### config.mk
export PLATFORM = sky130hd
export DESIGN_NAME = rhp_regs
export DESIGN_NICKNAME = d
export VERILOG_FILES = /design/src/common/rhp_pkg.sv /design/src/hw/rhp_change_det.sv /design/src/hw/rhp_port_power.sv /design/src/hw/rhp_regs.sv
export SDC_FILE = /design/constraint.sdc
export NUM_CORES = 1
export LEC_CHECK = 0
export ABC_AREA = 1
export BUFFER_PORTS_ARGS = -buffer_cell sky130_fd_sc_hd__buf_2
export CELL_PAD_IN_SITES_DETAIL_PLACEMENT = 1
export CELL_PAD_IN_SITES_GLOBAL_PLACEMENT = 1
export CORE_UTILIZATION = 30
export CTS_CLUSTER_DIAMETER = 200
export DETAILED_ROUTE_END_ITERATION = 16
export GPL_TIMING_DRIVEN = 0
export HOLD_SLACK_MARGIN = 0.03
export PLACE_DENSITY_LB_ADDON = 0.1
export SLEW_MARGIN = 20
export SYNTH_ARGS = -nofsm -noshare
export SYNTH_HDL_FRONTEND = slang
export SYNTH_SLANG_ARGS = --single-unit
### constraint.sdc
create_clock -name clk -period 1.7 [get_ports clk]
set_input_delay 0.255 -clock clk [delete_from_list [all_inputs] [get_ports clk]]
set_output_delay 0.255 -clock clk [all_outputs]
set_load 0.005 [all_outputs]
### src/common/rhp_pkg.sv
`default_nettype none
// ************************************************************
// constants of the root hub power registers
// ************************************************************
package rhp_pkg;
	// command codes, bit 7 marks a write
	localparam logic [7:0] CMD_RD_DESC_A = 8'h12;
	localparam logic [7:0] CMD_WR_DESC_A = 8'h92;
	localparam logic [7:0] CMD_RD_DESC_B = 8'h13;
	localparam logic [7:0] CMD_WR_DESC_B = 8'h93;
	localparam logic [7:0] CMD_RD_STATUS = 8'h14;
	localparam logic [7:0] CMD_WR_STATUS = 8'h94;
	localparam int         CMD_WRITE_BIT = 7;
	// first descriptor fields
	localparam int DA_POTPGT_LSB = 24;
	localparam int DA_NOCP       = 12;
	localparam int DA_OCPM       = 11;
	localparam int DA_NPS        = 9;
	localparam int DA_PSM        = 8;
	// second descriptor fields
	localparam int DB_PORT_POWER_CONTROL_MASK_LSB = 16;
	localparam int DB_DR_LSB   = 0;
	// hub status fields
	localparam int ST_CRWE = 31;
	localparam int ST_CCIC = 17;
	localparam int ST_GLOBAL_SET_POWER = 16;
	localparam int ST_DRWE = 15;
	localparam int ST_LPS  = 0;
	// limits and values after reset
	localparam int         MAX_PORTS    = 2;
	localparam logic [7:0] POTPGT_RESET = 8'hff;
	localparam logic       NOCP_RESET   = 1'b0;
	localparam logic       OCPM_RESET   = 1'b1;
	localparam logic       NPS_RESET    = 1'b0;
	localparam logic       PSM_RESET    = 1'b1;
	localparam logic [1:0] PORT_POWER_CONTROL_MASK_RESET   = 2'h0;
	localparam logic [1:0] DR_RESET     = 2'h0;
endpackage : rhp_pkg
`default_nettype wire

### src/hw/rhp_change_det.sv
`default_nettype none
// ************************************************************
// level change detector
// ************************************************************
module rhp_change_det
	import rhp_pkg::*;
(
	input  wire logic clk,
	input  wire logic rst_n,
	input  wire logic level,
	output logic      changed
);
	typedef struct packed {
		logic prev;
		logic pulse;
	} rhp_det_state_t;

	rhp_det_state_t state_reg;
	rhp_det_state_t state_next;

	// pulse one cycle after the level flips
	always_comb
	begin
		state_next.prev = level;
		state_next.pulse = level ^ state_reg.prev;
	end

	// state register
	always_ff @(posedge clk or negedge rst_n)
	begin
		if (!rst_n)
			state_reg <= '0;
		else
			state_reg <= state_next;
	end

	assign changed = state_reg.pulse;
endmodule : rhp_change_det
`default_nettype wire

### src/hw/rhp_port_power.sv
`default_nettype none
// ************************************************************
// power switch of one downstream port
// ************************************************************
module rhp_port_power
	import rhp_pkg::*;
(
	input  wire logic clk,
	input  wire logic rst_n,
	input  wire logic no_power_switching,
	input  wire logic switching_mode_sel,
	input  wire logic mask,
	input  wire logic glob_set,
	input  wire logic glob_clr,
	input  wire logic port_set,
	input  wire logic port_clr,
	output logic      power
);
	typedef struct packed {
		logic power;
	} rhp_cell_state_t;

	rhp_cell_state_t state_reg;
	rhp_cell_state_t state_next;
	logic            per_port;

	// port follows its own commands only when masked in per-port mode
	assign per_port = switching_mode_sel && mask;

	// next power state, clear beats set in one command
	always_comb
	begin
		state_next = state_reg;
		if (no_power_switching)
			state_next.power = 1'b1;
		else if (per_port)
		begin
			if (port_clr)
				state_next.power = 1'b0;
			else if (port_set)
				state_next.power = 1'b1;
		end
		else
		begin
			if (glob_clr)
				state_next.power = 1'b0;
			else if (glob_set)
				state_next.power = 1'b1;
		end
	end

	// state register
	always_ff @(posedge clk or negedge rst_n)
	begin
		if (!rst_n)
			state_reg <= '0;
		else
			state_reg <= state_next;
	end

	assign power = state_reg.power;
endmodule : rhp_port_power
`default_nettype wire

### src/hw/rhp_regs.sv
`default_nettype none
// ************************************************************
// root hub power descriptor and status registers
// ************************************************************
module rhp_regs
	import rhp_pkg::*;
#(
	parameter int NUM_PORTS = 2
)
(
	input  wire logic                 clk,
	input  wire logic                 rst_n,
	input  wire logic                 cmd_valid,
	input  wire logic [7:0]           cmd_code,
	input  wire logic [31:0]          cmd_wdata,
	input  wire logic                 over_current,
	input  wire logic [NUM_PORTS-1:0] port_set_power,
	input  wire logic [NUM_PORTS-1:0] port_clear_power,
	output logic                      rsp_valid,
	output logic [31:0]               rsp_rdata,
	output logic                      cmd_unknown,
	output logic [NUM_PORTS-1:0]      port_power,
	output logic                      remote_wakeup_en
);
	// ************************************************************
	// parameter check
	// ************************************************************
	// count limited
	if (NUM_PORTS < 1 || NUM_PORTS > MAX_PORTS)
	begin : g_bad_ports
		$error("NUM_PORTS must be 1 or 2");
	end

	// ************************************************************
	// state
	// ************************************************************
	typedef struct packed {
		logic [7:0]           potpgt;
		logic                 nocp;
		logic                 ocpm;
		logic                 no_power_switching;
		logic                 switching_mode_sel;
		logic [NUM_PORTS-1:0] port_power_control_mask;
		logic [NUM_PORTS-1:0] dr;
		logic                 drwe;
		logic                 ccic;
		logic                 rsp_valid;
		logic [31:0]          rsp_rdata;
		logic                 cmd_unknown;
	} rhp_regs_state_t;

	rhp_regs_state_t state_reg;
	rhp_regs_state_t state_next;

	logic        wr_a;
	logic        wr_b;
	logic        wr_st;
	logic        glob_set;
	logic        glob_clr;
	logic        oci_rep;
	logic        oci_chg;
	logic [1:0]  downstream_port_count;
	logic [31:0] desc_a_word;
	logic [31:0] desc_b_word;
	logic [31:0] status_word;

	// ************************************************************
	// helpers
	// ************************************************************
	// command hit on the current cycle
	function automatic logic hit(input logic v, input logic [7:0] code,
		input logic [7:0] want);
		hit = v && (code == want);
	endfunction : hit

	// place port bits at field bit 1 upward, bit 0 stays zero
	function automatic logic [31:0] place(input logic [NUM_PORTS-1:0] v);
		place = '0;
		for (int p = 0; p < NUM_PORTS; p++)
			place[p+1] = v[p];
	endfunction : place

	// pull port bits out of a written field
	function automatic logic [NUM_PORTS-1:0] pick(input logic [31:0] w, input int lsb);
		pick = '0;
		for (int p = 0; p < NUM_PORTS; p++)
			pick[p] = w[lsb+p+1];
	endfunction : pick

	// ************************************************************
	// command decode
	// ************************************************************
	// write strobes
	assign wr_a = hit(cmd_valid, cmd_code, CMD_WR_DESC_A);
	assign wr_b = hit(cmd_valid, cmd_code, CMD_WR_DESC_B);
	assign wr_st = hit(cmd_valid, cmd_code, CMD_WR_STATUS);

	// global power strobes from the status write
	assign glob_set = wr_st && cmd_wdata[ST_GLOBAL_SET_POWER];
	assign glob_clr = wr_st && cmd_wdata[ST_LPS];

	// overcurrent shows only with global reporting
	assign oci_rep = over_current && !state_reg.nocp && !state_reg.ocpm;

	assign downstream_port_count = 2'(NUM_PORTS);

	// ************************************************************
	// read words
	// ************************************************************
	// reserved zero, type bit zero
	assign desc_a_word = {state_reg.potpgt, 11'h000, state_reg.nocp, state_reg.ocpm,
		1'b0, state_reg.no_power_switching, state_reg.switching_mode_sel, 6'h00, downstream_port_count};
	assign desc_b_word = (place(state_reg.port_power_control_mask) << DB_PORT_POWER_CONTROL_MASK_LSB)
		| (place(state_reg.dr) << DB_DR_LSB);
	assign status_word = {14'h0000, state_reg.ccic, 1'b0, state_reg.drwe,
		13'h0000, oci_rep, 1'b0};

	// ************************************************************
	// overcurrent change detect
	// ************************************************************
	rhp_change_det u_oci_det (
		.clk     (clk),
		.rst_n   (rst_n),
		.level   (oci_rep),
		.changed (oci_chg)
	);

	// ************************************************************
	// register update and answer
	// ************************************************************
	always_comb
	begin
		state_next = state_reg;
		// first descriptor write, count and type read only
		if (wr_a)
		begin
			state_next.potpgt = cmd_wdata[DA_POTPGT_LSB +: 8];
			state_next.nocp = cmd_wdata[DA_NOCP];
			state_next.ocpm = cmd_wdata[DA_OCPM];
			state_next.no_power_switching = cmd_wdata[DA_NPS];
			state_next.switching_mode_sel = cmd_wdata[DA_PSM];
		end
		if (wr_b)
		begin
			state_next.port_power_control_mask = pick(cmd_wdata, DB_PORT_POWER_CONTROL_MASK_LSB);
			state_next.dr = pick(cmd_wdata, DB_DR_LSB);
		end
		// wake enable, set beats clear
		if (wr_st && cmd_wdata[ST_DRWE])
			state_next.drwe = 1'b1;
		else if (wr_st && cmd_wdata[ST_CRWE])
			state_next.drwe = 1'b0;
		// change flag, hardware set beats write clear
		if (oci_chg)
			state_next.ccic = 1'b1;
		else if (wr_st && cmd_wdata[ST_CCIC])
			state_next.ccic = 1'b0;
		// answer one cycle after each command
		state_next.rsp_valid = cmd_valid;
		state_next.cmd_unknown = 1'b0;
		state_next.rsp_rdata = '0;
		if (cmd_valid)
		begin
			unique case (cmd_code)
				CMD_RD_DESC_A: state_next.rsp_rdata = desc_a_word;
				CMD_RD_DESC_B: state_next.rsp_rdata = desc_b_word;
				CMD_RD_STATUS: state_next.rsp_rdata = status_word;
				CMD_WR_DESC_A, CMD_WR_DESC_B, CMD_WR_STATUS: ;
				default: state_next.cmd_unknown = 1'b1;
			endcase
		end
	end

	// state register
	always_ff @(posedge clk or negedge rst_n)
	begin
		if (!rst_n)
		begin
			state_reg <= '0;
			state_reg.potpgt <= POTPGT_RESET;
			state_reg.nocp <= NOCP_RESET;
			state_reg.ocpm <= OCPM_RESET;
			state_reg.no_power_switching <= NPS_RESET;
			state_reg.switching_mode_sel <= PSM_RESET;
			state_reg.port_power_control_mask <= PORT_POWER_CONTROL_MASK_RESET[NUM_PORTS-1:0];
			state_reg.dr <= DR_RESET[NUM_PORTS-1:0];
		end
		else
			state_reg <= state_next;
	end

	assign rsp_valid = state_reg.rsp_valid;
	assign rsp_rdata = state_reg.rsp_rdata;
	assign cmd_unknown = state_reg.cmd_unknown;
	assign remote_wakeup_en = state_reg.drwe;

	// ************************************************************
	// port power switches
	// ************************************************************
	for (genvar p = 0; p < NUM_PORTS; p++)
	begin : g_port
		rhp_port_power u_pwr (
			.clk      (clk),
			.rst_n    (rst_n),
			.no_power_switching      (state_reg.no_power_switching),
			.switching_mode_sel      (state_reg.switching_mode_sel),
			.mask     (state_reg.port_power_control_mask[p]),
			.glob_set (glob_set),
			.glob_clr (glob_clr),
			.port_set (port_set_power[p]),
			.port_clr (port_clear_power[p]),
			.power    (port_power[p])
		);
	end
endmodule : rhp_regs
`default_nettype wire

==> results.py <==
metrics = {
    "status": {
        "status": "complete, no violations",
    },
    "floorplanning": {
        "die-area_um2": 6824,
        "die_h_um": 82.61,
        "coreArea_um2": 6314,
        "rows": 29,
        "die_w_um": 82.61,
        "start_util_pct": 30.88,
        "io_pins": 85,
    },
    "finish": {
        "syn_to_final_growth_pct": 26.12,
        "fin_nets": 335,
        "design_area_um2": 2459,
        "drive_gt1_share_pct": 43.40,
        "multiInputGateArea_um2": 576.8,
        "largest_reg_flops": 17,
        "ff_latch_area_um2": 1039,
        "fillers": 792,
        "antennaDiodeCount": 0,
    },
    "synth": {
        "synth_top_area_share_pct": 39.79,
        "netlist_instances": 210,
        "yosysUniqueCellTypes": 22,
        "yosys-top-cells-count": "34 x buf_4, 34 x nor2_1, 31 x dfrtp_1",
        "synth_edf_count": 0,
        "ys_seq_elements": 41,
        "ys_dominant_reg_cell": "dfrtp_1",
        "ys_warn_count": 0,
        "syn-cell-area_um2": 1949,
        "synth_area_leaders": "dfrtp_1 40%, dfstp_2 13%, buf_4 13%",
        "ys_seq_area_share_pct": 53.27,
        "synthArstFlopShare_pct": 100.0,
        "syn_area_per_cell_um2": 9.283,
        "yosysTopAreaCell": "dfrtp_1",
    },
    "drt": {
        "antenna_left": 0,
        "via_per_inst": 4.014,
        "drcViolationCount": 0,
        "num_vias": 1465,
        "avgRoutedWirePerCell_um": 11.14,
        "drt_iter0_markers": 60,
        "drt-total-wl_mm": 4.066,
        "dr.pass1.iters": 4,
    },
    "clock_network": {
        "insertion_delay_ps": 290,
        "postCtsSetupBuffers": 0,
        "numCtsBuffers": 5,
        "post_cts_resized": 0,
        "cts_tree": "yes",
        "clock_sinks": 41,
        "cts_hold_buf": 0,
        "cts-root-buf": "clkbuf_8",
        "clk_pin_slew_ps": 70,
        "cts_buffer_depth": 2,
        "ctsHtreeMaxLevel": 2,
    },
    "setup_path": {
        "arrival_ps": 940,
        "cp-start-kind": "flop",
        "worstPathMaxFanout": 3,
        "cp_data_required_time_ps": 1440,
        "critical_path_class": "flop to output port",
        "endpoint_kind": "output port",
    },
    "worst_hold_path": {
        "hold_class": "input pin to asynchronous set/reset pin",
    },
    "timing": {
        "hold_violations": 0,
        "grt_setup_unrepaired": "false",
        "max_freq_ghz": 0.8372,
        "tightest_slew_ps": 909.7,
        "setup_ws_ps": 505.5,
        "period_share_pct": 70.27,
        "setup_viol": 0,
        "clock_skew_ps": 2.776,
        "maxSlewViolCount": 0,
        "slew_headroom_pct": 39.35,
        "period_needed_ps": 1195,
        "fin_setup_tns_ps": 0,
    },
    "global_route": {
        "grt_usage_pct": 13.15,
        "grt_pass1_wl_mm": 6.555,
        "grt_overflow_total": 0,
        "antenna_found_initial": 0,
        "grt_max_degree": 42,
        "grt_pass1_vias": 1408,
    },
    "power_and_ir_drop": {
        "ir_worst_vdd_uv": 287.8,
        "p_leak_nw": 1.480,
        "p_per_area_nw_per_um2": 725.9,
    },
    "place": {
        "io_buffers": 56,
        "preCtsSetupSlack_ps": 421.7,
        "place_area_um2": 2379,
        "dp_hpwl_mm": 2.994,
        "gp_congestion": 0.6685,
    },
    "run": {
        "max_cap_violations": 0,
    },
}
## per-layer routing
layer | track usage (%) | vias up | part of all wire, %
li1 | - | 742 | -
met1 | 16.00 | 680 | 44
met2 | 22.48 | 39 | 51
met3 | 2.637 | 4 | 4.5
met4 | 5.690 | 0 | 1.1
met5 | 0 | - | 0
## power by group
| part | switching [mW] | internal, mW |
|---|---|---|
| sequential | 0.00997 | 1.01 |
| combinational | 0.0905 | 0.0735 |
| clock | 0.312 | 0.292 |
| total | 0.412 | 1.37 |
## cell families after synthesis
kind of cell | synth area share [%]
simple gates | 19.83
buf+inv | 19.83
flops | 53.27
compound gates | 6.418
xor+xnor | 0.4494
other cells | 0.1924
## layout make-up
class / instances / share of cell area, %
buffer: 37 / 11.76
clock buffer: 8 / 3.257
inverter: 26 / 3.969
multi-input combinational: 120 / 23.46
sequential: 41 / 42.24
tap: 77 / 3.919
timing repair buffer: 56 / 11.40
## critical path, stage by stage, from the launching register on
cell	delay, ps
dfrtp_1	400
buf_4	140
buf_2	110
## worst paths after layout
kind                                            start            end  slack, ps  depth (start not counted)
worst min register to register      u_oci_det.changed  state_reg[34]        440                          2
worst min-delay path                            rst_n  rsp_rdata[30]        100                          1
max in group asynchronous                       rst_n  rsp_rdata[26]       1040                          1
worst max register to register        desc_a_word[11]   rsp_rdata[1]        590                          5
worst max-delay path            g_port[0].u_pwr.power  port_power[0]        510                          2
min in group clk                            cmd_valid      rsp_valid        100                          1
## through the flow
step	instances	total power, mW	utilization, %	hold slack (ps)
floorplan	224	1.119	-	-40.59
global placement	357	1.199	37.67	391.6
detailed placement	357	1.202	37.67	397.0
CTS	365	1.824	38.94	91.97
global route	365	1.874	38.94	91.63
finish	365	1.785	38.94	98.71
## cell usage in the layout (no fill, tap or decap)
cell type  Yosys  layout
o21ai_0        5       5
nand3_1        9       9
xnor2_1        1       1
conb_1         1      15
nor2_8         1       1
nand2_1       26      26
inv_1         24      24
nor2_4         2       2
clkbuf_8       0       5
clkbuf_1       0       3
buf_4         34      34
nand2_2        4       4
nor2_1        34      34
nand2_4        1       1
dfstp_2       10      10
a21oi_1       12      12
nor3b_1        2       2
nand3_2        1       1
a21oi_2        4       4
inv_2          2       2
dfrtp_1       31      31
buf_6          3       3
nor2_2         2       2
buf_2          0      56
o21ai_1        1       1
No activity file was read; power rests on OpenSTA's default activity.
